File: src/tpe_map.svh
// register offsets, field positions and timing counts of the timer block
`ifndef TPE_MAP_SVH
`define TPE_MAP_SVH
// ****************************************************************
// register offsets (byte addresses on the plain port)
// ****************************************************************
`define TPE_ADDR_W          8
`define TPE_OFF_RUN         8'h00
`define TPE_OFF_MODE        8'h04
`define TPE_OFF_CLK         8'h08
`define TPE_OFF_FFCTL       8'h0c
`define TPE_OFF_CMP_A       8'h10
`define TPE_OFF_CMP_B       8'h14
`define TPE_OFF_CMP_C       8'h18
`define TPE_OFF_CMP_D       8'h1c
`define TPE_OFF_IRQ_EN      8'h20
`define TPE_OFF_IRQ_STAT    8'h24
`define TPE_OFF_CNT_STAT    8'h28
// ****************************************************************
// field positions
// ****************************************************************
`define TPE_RUN_A           0
`define TPE_RUN_B           1
`define TPE_RUN_C           2
`define TPE_RUN_D           3
`define TPE_RUN_PRE         7
`define TPE_MODE_PWM        2
`define TPE_MODE_SINE       3
`define TPE_MODE_CASC       4
`define TPE_FF_CAP_C        6
`define TPE_FF_CAP_D        7
`define TPE_FF_INIT         0
`define TPE_FF_SET          1
`define TPE_IRQ_A           0
`define TPE_IRQ_B           1
`define TPE_IRQ_C           2
`define TPE_IRQ_D           3
// ****************************************************************
// reset values
// ****************************************************************
`define TPE_RST_FFCTL       8'hc0
// ****************************************************************
// prescaler taps: divide by 8, 128, 2048 of the system clock
// ****************************************************************
`define TPE_PRE_W           11
`define TPE_TAP_8           2
`define TPE_TAP_128         6
`define TPE_TAP_2048        10
`endif

File: src/tpe_pkg.sv
// types shared by the timer block
`default_nettype none
`include "tpe_map.svh"
package tpe_pkg;
    typedef logic [7:0] tpe_byte_t;
    typedef logic [`TPE_ADDR_W-1:0] tpe_addr_t;
    typedef enum logic [1:0] {
        TPE_OVF_RSV,
        TPE_OVF_6,
        TPE_OVF_7,
        TPE_OVF_8
    } tpe_ovf_e;
endpackage : tpe_pkg
`default_nettype wire

File: src/tpe_timer.sv
// four 8-bit timers with pwm, event counter, cascade and counter latch
//
// Decided for this implementation: the address map and the address-and-strobe port.
`timescale 1ns/10ps
`default_nettype none
`include "tpe_map.svh"

module tpe_timer (
    input  wire logic               sys_clk_i,
    input  wire logic               rst_i,
    input  wire tpe_pkg::tpe_addr_t addr_i,
    input  wire tpe_pkg::tpe_byte_t wdata_i,
    input  wire logic               wr_i,
    input  wire logic               rd_i,
    input  wire logic               external_count_in_i,
    output logic [7:0]              rdata_o,
    output logic                    timer_wave_out_o,
    output logic                    irq_o
);
    import tpe_pkg::*;

    // ****************************************************************
    // registers
    // ****************************************************************
    tpe_byte_t timer_run_reg, next_timer_run_reg;
    tpe_byte_t timer_mode_reg, next_timer_mode_reg;
    tpe_byte_t timer_clock_select_reg, next_timer_clock_select_reg;
    tpe_byte_t flipflop_control_reg, next_flipflop_control_reg;
    tpe_byte_t compare_reg_a, next_compare_reg_a;
    tpe_byte_t compare_reg_b, next_compare_reg_b;
    tpe_byte_t compare_reg_c, next_compare_reg_c;
    tpe_byte_t compare_reg_d, next_compare_reg_d;
    tpe_byte_t latch_c, next_latch_c;
    tpe_byte_t latch_d, next_latch_d;
    logic      latched_c, next_latched_c;
    logic      latched_d, next_latched_d;
    logic [3:0] irq_enable_reg, next_irq_enable_reg;
    logic [3:0] irq_stat, next_irq_stat;
    tpe_byte_t rdata, next_rdata;
    logic      irq, next_irq;

    // ****************************************************************
    // counters
    // ****************************************************************
    logic [`TPE_PRE_W-1:0] pre, next_pre;
    logic [`TPE_PRE_W-1:0] pre_d;
    tpe_byte_t cnt [4];
    tpe_byte_t next_cnt [4];
    logic      wave, next_wave;
    logic      ext_d, next_ext_d;
    logic      ext_lvl, next_ext_lvl;
    logic [3:0] tick;
    logic [3:0] match;
    logic [3:0] clr;
    logic       ext_rise;
    logic       pwm_mode;
    logic       pwm_top;
    tpe_byte_t  pwm_max;

    // tap select: code 01/10/11 picks /8, /128, /2048; 00 is special
    function automatic logic tap_edge(input logic [1:0] sel,
                                      input logic [`TPE_PRE_W-1:0] p,
                                      input logic [`TPE_PRE_W-1:0] pd);
        logic r;
        r = 1'b0;
        unique case (sel)
            2'b00: r = 1'b0;
            2'b01: r = p[`TPE_TAP_8] & ~pd[`TPE_TAP_8];
            2'b10: r = p[`TPE_TAP_128] & ~pd[`TPE_TAP_128];
            2'b11: r = p[`TPE_TAP_2048] & ~pd[`TPE_TAP_2048];
        endcase
        return r;
    endfunction : tap_edge

    function automatic logic hit(input tpe_addr_t a, input tpe_addr_t off);
        return a == off;
    endfunction : hit

    assign pwm_mode = timer_mode_reg[`TPE_MODE_PWM];
    // overflow code 00 is reserved and runs as n = 8
    always_comb begin
        unique case (tpe_ovf_e'(timer_mode_reg[1:0]))
            TPE_OVF_6: pwm_max = 8'h3f;
            TPE_OVF_7: pwm_max = 8'h7f;
            default:   pwm_max = 8'hff;
        endcase
    end

    // the external pin is taken as synchronous; the sine option samples
    // the zero-cross comparator result, which arrives as the same pin
    // level, so both settings share one rising-edge detector here
    assign ext_rise = ext_lvl & ~ext_d;

    always_comb begin
        next_ext_d   = ext_lvl;
        next_ext_lvl = external_count_in_i;
        pre_d        = pre - 11'h001;
        next_pre     = timer_run_reg[`TPE_RUN_PRE] ? pre + 11'h001 : pre;
    end

    // ****************************************************************
    // tick generation and match per timer
    // ****************************************************************
    genvar g;
    generate
        for (g = 0; g < 4; g++) begin : g_tick
            logic [1:0] sel;
            assign sel = timer_clock_select_reg[2*g+1:2*g];
            if (g == 2) begin : g_ev
                // clock source 00 turns the third timer into a counter
                assign tick[g] = timer_run_reg[g]
                    & timer_run_reg[`TPE_RUN_PRE]
                    & ((sel == 2'b00) ? ext_rise
                                      : tap_edge(sel, pre, pre_d));
            end else if (g == 3) begin : g_casc
                assign tick[g] = timer_run_reg[g]
                    & (timer_mode_reg[`TPE_MODE_CASC]
                    ? (tick[2] & (cnt[2] == 8'hff))
                    : (timer_run_reg[`TPE_RUN_PRE]
                       & tap_edge(sel, pre, pre_d)));
            end else begin : g_pl
                assign tick[g] = timer_run_reg[g]
                    & timer_run_reg[`TPE_RUN_PRE]
                    & tap_edge(sel, pre, pre_d);
            end
        end
    endgenerate

    assign match[0] = tick[0] & (cnt[0] + 8'h01 == compare_reg_a);
    assign match[1] = tick[1] & (cnt[1] + 8'h01 == compare_reg_b);
    assign match[2] = tick[2] & (cnt[2] + 8'h01 == compare_reg_c);
    assign match[3] = tick[3] & (cnt[3] + 8'h01 == compare_reg_d);
    assign pwm_top  = tick[1] & (cnt[1] + 8'h01 == pwm_max);
    assign clr[0]   = match[0];
    assign clr[1]   = pwm_mode ? pwm_top : match[1];
    // in cascade mode the third and fourth counters run free so a latch sees a true count
    assign clr[2]   = match[2] & ~timer_mode_reg[`TPE_MODE_CASC];
    assign clr[3]   = match[3] & ~timer_mode_reg[`TPE_MODE_CASC];

    always_comb begin
        for (int i = 0; i < 4; i++) begin
            if (!timer_run_reg[i])
                next_cnt[i] = 8'h00;
            else if (clr[i])
                next_cnt[i] = 8'h00;
            else if (tick[i])
                next_cnt[i] = cnt[i] + 8'h01;
            else
                next_cnt[i] = cnt[i];
        end
    end

    // ****************************************************************
    // wave output flip-flop
    // ****************************************************************
    always_comb begin
        next_wave = wave;
        if (wr_i && hit(addr_i, `TPE_OFF_FFCTL) && wdata_i[`TPE_FF_INIT])
            next_wave = wdata_i[`TPE_FF_SET];
        else if (pwm_mode)
            next_wave = wave ^ match[1] ^ pwm_top;
        else
            next_wave = wave ^ match[1];
    end

    // ****************************************************************
    // register bus
    // ****************************************************************
    always_comb begin
        next_timer_run_reg          = timer_run_reg;
        next_timer_mode_reg         = timer_mode_reg;
        next_timer_clock_select_reg = timer_clock_select_reg;
        next_flipflop_control_reg   = flipflop_control_reg;
        next_compare_reg_a          = compare_reg_a;
        next_compare_reg_b          = compare_reg_b;
        next_compare_reg_c          = compare_reg_c;
        next_compare_reg_d          = compare_reg_d;
        next_irq_enable_reg         = irq_enable_reg;
        next_latch_c                = latch_c;
        next_latch_d                = latch_d;
        next_latched_c              = latched_c;
        next_latched_d              = latched_d;
        next_irq_stat               = irq_stat;
        if (wr_i) begin
            unique case (1'b1)
                hit(addr_i, `TPE_OFF_RUN):   next_timer_run_reg = wdata_i;
                hit(addr_i, `TPE_OFF_MODE):  next_timer_mode_reg = wdata_i;
                hit(addr_i, `TPE_OFF_CLK):
                    next_timer_clock_select_reg = wdata_i;
                hit(addr_i, `TPE_OFF_FFCTL): begin
                    next_flipflop_control_reg = wdata_i;
                    if (!wdata_i[`TPE_FF_CAP_C]) begin
                        next_latch_c   = cnt[2];
                        next_latched_c = 1'b1;
                    end
                    if (!wdata_i[`TPE_FF_CAP_D]) begin
                        next_latch_d   = cnt[3];
                        next_latched_d = 1'b1;
                    end
                end
                hit(addr_i, `TPE_OFF_CMP_A): next_compare_reg_a = wdata_i;
                hit(addr_i, `TPE_OFF_CMP_B): next_compare_reg_b = wdata_i;
                hit(addr_i, `TPE_OFF_CMP_C): begin
                    next_compare_reg_c = wdata_i;
                    next_latched_c     = 1'b0;
                end
                hit(addr_i, `TPE_OFF_CMP_D): begin
                    next_compare_reg_d = wdata_i;
                    next_latched_d     = 1'b0;
                end
                hit(addr_i, `TPE_OFF_IRQ_EN):
                    next_irq_enable_reg = wdata_i[3:0];
                hit(addr_i, `TPE_OFF_IRQ_STAT):
                    next_irq_stat = irq_stat & ~wdata_i[3:0];
                default: ;
            endcase
        end
        // set wins over a same-cycle clear
        next_irq_stat = next_irq_stat | match;
        next_irq      = |(next_irq_stat & next_irq_enable_reg);
    end

    always_comb begin
        next_rdata = 8'h00;
        if (rd_i) begin
            unique case (1'b1)
                hit(addr_i, `TPE_OFF_RUN):      next_rdata = timer_run_reg;
                hit(addr_i, `TPE_OFF_MODE):     next_rdata = timer_mode_reg;
                hit(addr_i, `TPE_OFF_CLK):
                    next_rdata = timer_clock_select_reg;
                // compare values are write-only; only a latched count returns
                hit(addr_i, `TPE_OFF_CMP_C):
                    next_rdata = latched_c ? latch_c : 8'h00;
                hit(addr_i, `TPE_OFF_CMP_D):
                    next_rdata = latched_d ? latch_d : 8'h00;
                hit(addr_i, `TPE_OFF_IRQ_EN):
                    next_rdata = {4'h0, irq_enable_reg};
                hit(addr_i, `TPE_OFF_IRQ_STAT): next_rdata = {4'h0, irq_stat};
                hit(addr_i, `TPE_OFF_CNT_STAT): next_rdata = cnt[1];
                default:                        next_rdata = 8'h00;
            endcase
        end
    end

    // ****************************************************************
    // state registers
    // ****************************************************************
    always_ff @(posedge sys_clk_i) begin
        if (rst_i) begin
            timer_run_reg          <= 8'h00;
            timer_mode_reg         <= 8'h00;
            timer_clock_select_reg <= 8'h00;
            flipflop_control_reg   <= `TPE_RST_FFCTL;
            compare_reg_a          <= 8'h00;
            compare_reg_b          <= 8'h00;
            compare_reg_c          <= 8'h00;
            compare_reg_d          <= 8'h00;
            latch_c                <= 8'h00;
            latch_d                <= 8'h00;
            latched_c              <= 1'b0;
            latched_d              <= 1'b0;
            irq_enable_reg         <= 4'h0;
            irq_stat               <= 4'h0;
            rdata                  <= 8'h00;
            irq                    <= 1'b0;
            pre                    <= 11'h000;
            wave                   <= 1'b0;
            ext_d                  <= 1'b0;
            ext_lvl                <= 1'b0;
            for (int i = 0; i < 4; i++) cnt[i] <= 8'h00;
        end else begin
            timer_run_reg          <= next_timer_run_reg;
            timer_mode_reg         <= next_timer_mode_reg;
            timer_clock_select_reg <= next_timer_clock_select_reg;
            flipflop_control_reg   <= next_flipflop_control_reg;
            compare_reg_a          <= next_compare_reg_a;
            compare_reg_b          <= next_compare_reg_b;
            compare_reg_c          <= next_compare_reg_c;
            compare_reg_d          <= next_compare_reg_d;
            latch_c                <= next_latch_c;
            latch_d                <= next_latch_d;
            latched_c              <= next_latched_c;
            latched_d              <= next_latched_d;
            irq_enable_reg         <= next_irq_enable_reg;
            irq_stat               <= next_irq_stat;
            rdata                  <= next_rdata;
            irq                    <= next_irq;
            pre                    <= next_pre;
            wave                   <= next_wave;
            ext_d                  <= next_ext_d;
            ext_lvl                <= next_ext_lvl;
            for (int i = 0; i < 4; i++) cnt[i] <= next_cnt[i];
        end
    end

    assign rdata_o          = rdata;
    assign timer_wave_out_o = wave;
    assign irq_o            = irq;
endmodule : tpe_timer
`default_nettype wire

File: config.mk
export PLATFORM = sky130hd
export DESIGN_NAME = tpe_timer
export DESIGN_NICKNAME = d
export VERILOG_FILES = /design/src/tpe_pkg.sv /design/src/tpe_timer.sv
export VERILOG_INCLUDE_DIRS = /design/src
export SDC_FILE = /design/constraint.sdc
export NUM_CORES = 1
export LEC_CHECK = 0
export BUFFER_PORTS_ARGS = -buffer_cell sky130_fd_sc_hd__buf_2
export CORE_ASPECT_RATIO = 1.25
export CORE_UTILIZATION = 30
export DETAILED_ROUTE_END_ITERATION = 6
export MAX_ROUTING_LAYER = met4
export SYNTH_ARGS = -nofsm -noshare
export SYNTH_HDL_FRONTEND = slang
export SYNTH_SLANG_ARGS = --single-unit
File: constraint.sdc
create_clock -name sys_clk_i -period 7.62 [get_ports sys_clk_i]
set_input_delay 1.524 -clock sys_clk_i [delete_from_list [all_inputs] [get_ports sys_clk_i]]
set_output_delay 1.524 -clock sys_clk_i [all_outputs]
set_load 0.02 [all_outputs]
==> results.md, run 1 <==
- Area enclosed by the die boundary: between 20,000 and 25,000 µm²
- Post-synthesis net count: between 800 and 900
- Largest cells by area after synthesis: dfxtp_1 40%, nand2_1 6.1%, xnor2_1 5.5%, nor2_1 5.3%, a21oi_1 5.0%
- Simple logic cell fraction of the synthesized area: between 20 and 30%
- Commonest non-fill, non-tap cells in the layout: 137 x dfxtp_1, 110 x nand2_1, 96 x nor2_1, 68 x a21oi_1, 51 x nand3_1
- Height of the chip: ~170 µm
- Maximum vdd ir drop: between 0.1 and 0.15 mV
- Count of mapped cells out of synthesis: between 800 and 900
- Most common cell after layout, fill and taps aside: dfxtp_1
- Critical path peak fanout: 6
- Int Power: between 1 and 1.5 mW
- Effective utilization at floorplan: around 30%
- Crit path kind: primary input to flip-flop
- Comb power frac: roughly 2.3%
- Part of the total power dissipated in sequential elements: between 40% and 50%
- Largest registers: cnt (32), pre (11)
- Dominant combinational cell family by area after synthesis: simple AND/OR/NAND/NOR gates
- First-pass GRT wire length: slightly below 30,000 µm
- Total wire length: 18,200 µm
- Commonest register cell after synthesis: dfxtp_1
- Part of the cycle the worst path needs: approximately 43%
- Post-synth top area share: 40.4%
- Path class of the lowest-slack min-delay path: flip-flop to flip-flop
- FFs w/ async S/R, synth: 0%
- Fin nets: between 800 and 900
- IO Port Bufs: 30
- Number of vias in the routed layout: between 5,000 and 6,000
- Count of max-cap constraint violations: 0
- Core area: 22,200 µm²
- Total global routing track utilization: between 15 and 20%
- Maximum number of pins on one net before global-route repair: 86
- Post-synthesis area per instance: slightly above 8 µm²
- Critical path, cell by cell: buf_2 > nor4_2 > nand3_1 > mux2i_1 > and4b_1 > a221oi_1 > o221ai_1 > a221o_1
- Final setup violation count: 0
- Area Overhead vs Synth: 14.0%
- Most used routing layer: met2
- Dpl ws: a little under 4 ns
- Global routing usage on met2: between 20% and 30%
- TritonCTS clock tree: built
- Via count of the first global-routing pass: ~5,500
- Minimum clock period: around 3.3 ns
- Unrepaired setup endpoints after global routing: false
- Number of storage elements in the synthesis netlist: about 140
- GPL Wtd Cong: roughly 0.86
- Reg with most FFs: cnt
- Final critical-path setup slack: roughly 4.3 ns
- Switching share of power: roughly 22%
- Die Wd: between 100 and 150 µm
- Worst Setup End Kind: flip-flop
- Number of nets with antenna violations after detailed routing: 0
- Tot Pwr: between 1.5 and 2 mW
- Sequential-to-total area share from yosys stat: around 40%
- Max-slew violation count: 0
- Setup bufs post-CTS: 0
- Yosys cell types: 63
- Placed cell area: slightly above 7000 µm²
- Synth Warn #: 0
- Outcome: finished, final reports clean
- Clock insertion delay at the later pin of the skew report: around 0.42 ns
- CP max-delay cell: nor4_2
- Diode count: 0
- Number of top-level pins: 31
- Arrival time reported for the critical path endpoint: between 3 and 4 ns
- Sw power: 0.347 mW
- Worst path max stage delay: ~0.5 ns
- Row cnt: 61
- Clock input transition at the sequential cells of the worst setup and hold paths: 0.06 ns
- Number of buffers created by CTS: 17
- Total overflow reported by the global router: 0
- CTS sink cnt: between 100 and 150
- Via density per instance: 5.18
- Final clock skew: around 0.0064 ns
- Met3 capacity usage during global routing: under 10%
- Number of flip-flops under the largest register name: 32
- Post-synthesis compound-gate area fraction: between 10 and 15%
- Fraction of final layout cells sized beyond drive strength 1: between 10% and 20%
- Data required time at the worst endpoint: between 7 and 8 ns
- DRC viols: 0
- Hpwl dp: between 10,000 and 15,000 µm
- Static power due to leakage: between 2 and 3 nW
- Pwr Density: ~210 nW/µm²
- Normalized max-slew margin: 38.7%
- Maximum clock rate: between 300 and 400 MHz
- Transition time at the pin with the least slew margin: about 0.92 ns
- Worst reg-to-reg path cell count: 10
- Total buffers and inverters traversed by the critical path: 1
- Fraction of the mapped netlist area in adder cells: 1.47%
- Post-CTS Hold Fix Bufs: 0
- Total negative slack for setup checks: 0 ns
- Share of total power in the clock network: 53.1%
- Final cell area excluding filler cells: 7740 µm²
- Detail-routed net length per standard cell: between 15 and 20 µm
- Met1 usage: 20.3%
- Top delay family on crit path: simple AND/OR/NAND/NOR gates
- Worst Hold Path Cells: 2
- Resized cells post-CTS: 0
- Hold Violations, Final: 0
- DR pass1 iterations: 5
- Clock Root Buffer: clkbuf_16
- Fraction of synthesized area in multiplexers: under 10%
- Initial antenna violation count: 0
- DRC marker count from the first detailed-route iteration: 491
- Critical Path Source Type: primary input
- Xor and xnor fraction of the mapped netlist area: under 10%
- Summed instance area of the synthesized netlist: about 6800 µm²
- Synth area leader: dfxtp_1
- Number of synthesized flops with an enable pin: 0
- Critical path depth in cells: 8
- Number of H-tree levels: 4
- Worst-case clock buffer depth: 2
-- per-layer routing --
| metal | wire length, µm | up-vias |
|---|---|---|
| met5 | 0 | - |
| met3 | 862 | 31 |
| met4 | 457 | 0 |
| met2 | 9020 | 152 |
| met1 | 7850 | 2739 |
| li1 | - | 2892 |
-- cell families after synthesis --
family / after synthesis
simple gates: 357
compound gates: 147
flops: 137
xor+xnor: 74
buf+inv: 67
mux: 34
fa+ha+maj: 8
-- cell type report --
| class | instances | area [µm²] |
|---|---|---|
| clock buffers | 20 | 467 |
| clock inverters | 12 | 148 |
| fillers | 2260 | 14500 |
| inverters | 16 | 60.1 |
| multi-input cells | 620 | 3790 |
| flip-flops and latches | 137 | 2740 |
| well taps | 283 | 354 |
| repair buffers | 34 | 180 |
-- through the flow --
step | cells | utilization [%] | hold slack, ns
finish | 1122 | 34.9 | 0.450
global route | 1122 | 34.9 | 0.467
CTS | 1122 | 34.9 | 0.450
detailed placement | 1090 | 32.1 | 0.443
global placement | 1090 | 32.1 | 0.440
floorplan | 824 | - | 0.431
-- cell usage after synthesis, drive strengths merged (2+ instances only) --
cell,count
a21boi,5
xnor2,43
o211ai,3
or2,8
o2111ai,4
or3,4
a22oi,7
ha,8
o211a,2
o41ai,2
o31ai,3
mux2i,34
o21a,2
nand3b,3
nor3,14
a22o,3
nor2b,5
a21oi,68
nor3b,6
nor4b,5
clkbuf,47
dfxtp,137
nor4,12
inv,15
nand2b,5
buf,4
nand4,13
nand3,51
and3b,3
a222oi,8
o21ai,15
nor2,96
and2,5
and3,12
a31oi,10
nand2,110
xor2,31
a221oi,5
-- power by group through the flow --
stage	clock network [mW]	logic [mW]	registers [mW]
2_1_floorplan	0	0.0195	0.733
3_3_place_gp	0	0.0373	0.734
3_5_place_dp	0	0.0374	0.734
4_1_cts	0.867	0.0375	0.718
5_1_grt	0.908	0.0402	0.717
6_report	0.855	0.0377	0.718
-- worst paths after layout --
kind,from,to,slack [ns]
setup / recovery,addr_i[1],irq_o,4.35
hold / removal,latch_c[5],latch_c[5],0.45
setup reg to reg,pre[0],cnt[0][8],4.38
hold reg to reg,latch_c[5],latch_c[5],0.45
-- worst reg2reg max path, stage by stage (launching register included) --
cell and delay [ns]:
dfxtp_1 0.34, inv_1 0.07, ha_1 0.18, or4b_4 0.51, and4bb_2 0.38, a211oi_1 0.09
buf_4 0.18, nor4_1 0.29, o2111ai_1 0.32, o21ai_1 0.63, nor2_1 0.11
No activity file was read; power rests on OpenSTA's default activity.
==> inputs of run 2 (changes only) <==
Settings changed: ABC_AREA set to 1.
Clock period 7.62 ns to 2.9 ns, I/O delays scaled along.
==> results.md, run 2 <==
- Outcome: finished, violations left (was finished, final reports clean)
- Failing checks: design-rule violations
- Row cnt: 61 (unchanged)
- Path class of the lowest-slack min-delay path: primary input to flip-flop (was flip-flop to flip-flop)
- Static power due to leakage: 3.00 nW (was 2.80 nW)
- Final clock skew: 0.00931 ns (was 0.00639 ns)
- CTS sink cnt: 137 (unchanged)
- Worst Setup End Kind: flip-flop (unchanged)
- Commonest non-fill, non-tap cells in the layout: 226 x nand2_1, 152 x inv_1, 137 x dfxtp_1, 100 x a21oi_1, 99 x nor2_1 (was 137 x dfxtp_1, 110 x nand2_1, 96 x nor2_1, 68 x a21oi_1, 51 x nand3_1)
- Post-synthesis area per instance: 6.73 µm² (was 8.24 µm²)
- Final setup violation count: 0 (unchanged)
- Via density per instance: 4.87 (was 5.18)
- Pwr Density: 524 nW/µm² (was 208 nW/µm²)
- Commonest register cell after synthesis: dfxtp_1 (unchanged)
- Normalized max-slew margin: 60.9% (was 38.7%)
- Summed instance area of the synthesized netlist: 6960 µm² (was 6790 µm²)
- Largest registers: cnt (32), pre (11) (unchanged)
- Area enclosed by the die boundary: 23,800 µm² (was 23,300 µm²)
- Clock insertion delay at the later pin of the skew report: 0.42 ns (about the same)
- TritonCTS clock tree: built (unchanged)
- Comb power frac: 2.8% (was 2.3%)
- Largest cells by area after synthesis: dfxtp_1 39%, nand2_1 12%, inv_1 8.2%, a21oi_1 7.2%, nand3_1 6.5% (was dfxtp_1 40%, nand2_1 6.1%, xnor2_1 5.5%, nor2_1 5.3%, a21oi_1 5.0%)
- Setup bufs post-CTS: 0 (unchanged)
- Most common cell after layout, fill and taps aside: nand2_1 (was dfxtp_1)
- Data required time at the worst endpoint: 3.20 ns (was 7.93 ns)
- Post-CTS Hold Fix Bufs: 0 (unchanged)
- Number of storage elements in the synthesis netlist: 137 (unchanged)
- Maximum vdd ir drop: 0.303 mV (was 0.140 mV)
- Sequential-to-total area share from yosys stat: 39.4% (was 40.4%)
- Number of buffers created by CTS: 17 (unchanged)
- DRC viols: 6 (was 0)
- Fin nets: 1,103 (was 855)
- Most repeated cell in the gate-level netlist after synthesis: nand2_1 (was dfxtp_1)
- First-pass GRT wire length: 32,200 µm (was 29,300 µm)
- Maximum number of pins on one net before global-route repair: 40 (was 86)
- Number of flip-flops under the largest register name: 32 (unchanged)
- Worst-case clock buffer depth: 2 (unchanged)
- Total negative slack for setup checks: 0 ns (unchanged)
- DR top layer: met4 (unchanged)
- Minimum clock period: between 2 and 2.5 ns
- Crit path kind: flip-flop to flip-flop (was primary input to flip-flop)
- Height of the chip: 172 µm (was 170 µm)
- Clock Root Buffer: clkbuf_16 (unchanged)
- Hpwl dp: 14,500 µm (was 12,700 µm)
- Initial antenna violation count: 1 (was 0)
- Via count of the first global-routing pass: 6,285 (was 5,504)
- Number of synthesized flops with an enable pin: 0 (unchanged)
- Hold Violations, Final: 0 (unchanged)
- Critical path peak fanout: 8 (was 6)
- Int Power: 3.33 mW (was 1.26 mW)
- Number of H-tree levels: 4 (unchanged)
- DRC marker count from the first detailed-route iteration: 519 (was 491)
- Worst hold slack: 0.369 ns (was 0.450 ns)
- Switching share of power: 21.2% (was 21.5%)
- Clock input transition at the sequential cells of the worst setup and hold paths: 0.06 ns (about the same)
- Worst reg2reg setup slack: 0.57 ns (was 4.38 ns)
- Fraction of final layout cells sized beyond drive strength 1: 9.57% (was 10.0%)
- Resized cells post-CTS: 0 (unchanged)
- Share of total power in the clock network: 52.5% (was 53.1%)
- Synth Warn #: 0 (unchanged)
- Routed length on met1: 8700 µm (was 7850 µm)
- Total overflow reported by the global router: 0 (unchanged)
- Arrival time reported for the critical path endpoint: 2.63 ns (was 3.58 ns)
- Critical Path Source Type: flip-flop (was primary input)
- FFs w/ async S/R, synth: 0% (unchanged)
- Count of max-cap constraint violations: 0 (unchanged)
- Total met3 wirelength after detailed routing: 999 µm (was 862 µm)
- Total wire length: 19,800 µm (was 18,200 µm)
- Effective utilization at floorplan: 30.9% (was 30.6%)
- Core area: 22,500 µm² (was 22,200 µm²)
- Part of the cycle the worst path needs: about four fifths
- Max-slew violation count: 0 (unchanged)
- Die Wd: 138 µm (was 137 µm)
- Reg with most FFs: cnt (unchanged)
- Post-synth top area share: 39.4% (was 40.4%)
- Sw power: 0.897 mW (was 0.347 mW)
- Top cells by count, synth: 226 x nand2_1, 152 x inv_1, 137 x dfxtp_1 (was 137 x dfxtp_1, 110 x nand2_1, 96 x nor2_1)
- Number of nets with antenna violations after detailed routing: 0 (unchanged)
- GPL Wtd Cong: 0.926 (was 0.865)
- DR pass1 iterations: 7 (was 5)
- Unrepaired setup endpoints after global routing: false (unchanged)
- DR WL met2: 9450 µm (was 9020 µm)
- Count of mapped cells out of synthesis: 1,035 (was 824)
- Area Overhead vs Synth: 16.0% (was 14.0%)
- Number of vias in the routed layout: 6,683 (was 5,814)
- Transition time at the pin with the least slew margin: 0.585 ns (was 0.919 ns)
- IO Port Bufs: 30 (unchanged)
- Number of top-level pins: 31 (unchanged)
- Synth area leader: dfxtp_1 (unchanged)
- Yosys cell types: 41 (was 63)
- Maximum clock rate: ~430 MHz
- Total global routing track utilization: 17.9% (was 17.0%)
- Part of the total power dissipated in sequential elements: 44.7% (was 44.6%)
- Post-synthesis net count: 1,064 (was 853)
- Detail-routed net length per standard cell: 14.4 µm (was 16.2 µm)
## run 2: final timing paths
| kind | start | to | cells past startpoint |
|---|---|---|---|
| max reg2reg | pre[0] | cnt[0][24] | 11 |
| min | external_count_in_i | ext_lvl | 3 |
| min reg2reg | latch_d[0] | latch_d[0] | 2 |
| max | pre[0] | cnt[0][24] | 11 |
## run 2: routing by layer
layer / global-route usage [%] / vias to the layer above
li1: - / 3465
met1: 20.1 / 3016
met2: 30.9 / 156
met3: 3.77 / 46
met4: 8.06 / 0
met5: - / -
## run 2: cells by family (layout without fill, tap and decap cells)
| family | count (synthesis) | count (layout) | share of synthesized area (%) |
|---|---|---|---|
| XOR/XNOR | 16 | 16 | 2.01 |
| other | 0 | 1 | 0 |
| adder cells (fa/ha/maj) | 8 | 8 | 1.44 |
| buffers and inverters | 181 | 233 | 10.0 |
| AND/OR/NAND/NOR | 472 | 472 | 29.6 |
| AO/OA/AOI/OAI | 221 | 221 | 17.6 |
| flip-flops | 137 | 137 | 39.4 |
## run 2: metrics by stage
step           utilization (%)  instance area (µm²)  worst slack [ns]  power (mW)  cells
2_1_floorplan                -                 6960             0.963        1.98   1035
3_3_place_gp              33.2                 7470             0.411        2.05   1338
3_5_place_dp              33.2                 7470             0.407        2.05   1338
4_1_cts                   35.8                 8070             0.563        4.26   1370
5_1_grt                   35.8                 8070             0.269        4.37   1371
6_report                  35.8                 8070             0.566        4.23   1371
## run 2: cell type report
cell class,instances,area (µm²)
antenna,1,2.50
clock buffer,24,482
clock inverter,8,118
fill,2383,14400
inverter,155,582
multi-input combinational,717,3520
sequential,137,2740
tap,283,354
timing repair buffer,46,270
## run 2: worst max-delay path, cell delays in order, from the launching register on
cell and delay, ns:
dfxtp_1 0.33, inv_1 0.08, ha_1 0.16, inv_1 0.07
nor2_2 0.14, nand3_1 0.09, nand2_1 0.09, nand3_1 0.25
o21ai_2 0.28, nand3_1 0.22, o21ai_2 0.39, nor2_1 0.09
## run 2: power by group through the flow
| stage | Clock, mW | Combinational [mW] | Sequential (mW) |
|---|---|---|---|
| 2_1_floorplan | 0 | 0.0560 | 1.93 |
| 3_3_place_gp | 0 | 0.117 | 1.93 |
| 3_5_place_dp | 0 | 0.117 | 1.93 |
| 4_1_cts | 2.26 | 0.117 | 1.89 |
| 5_1_grt | 2.35 | 0.129 | 1.89 |
| 6_report | 2.22 | 0.119 | 1.89 |
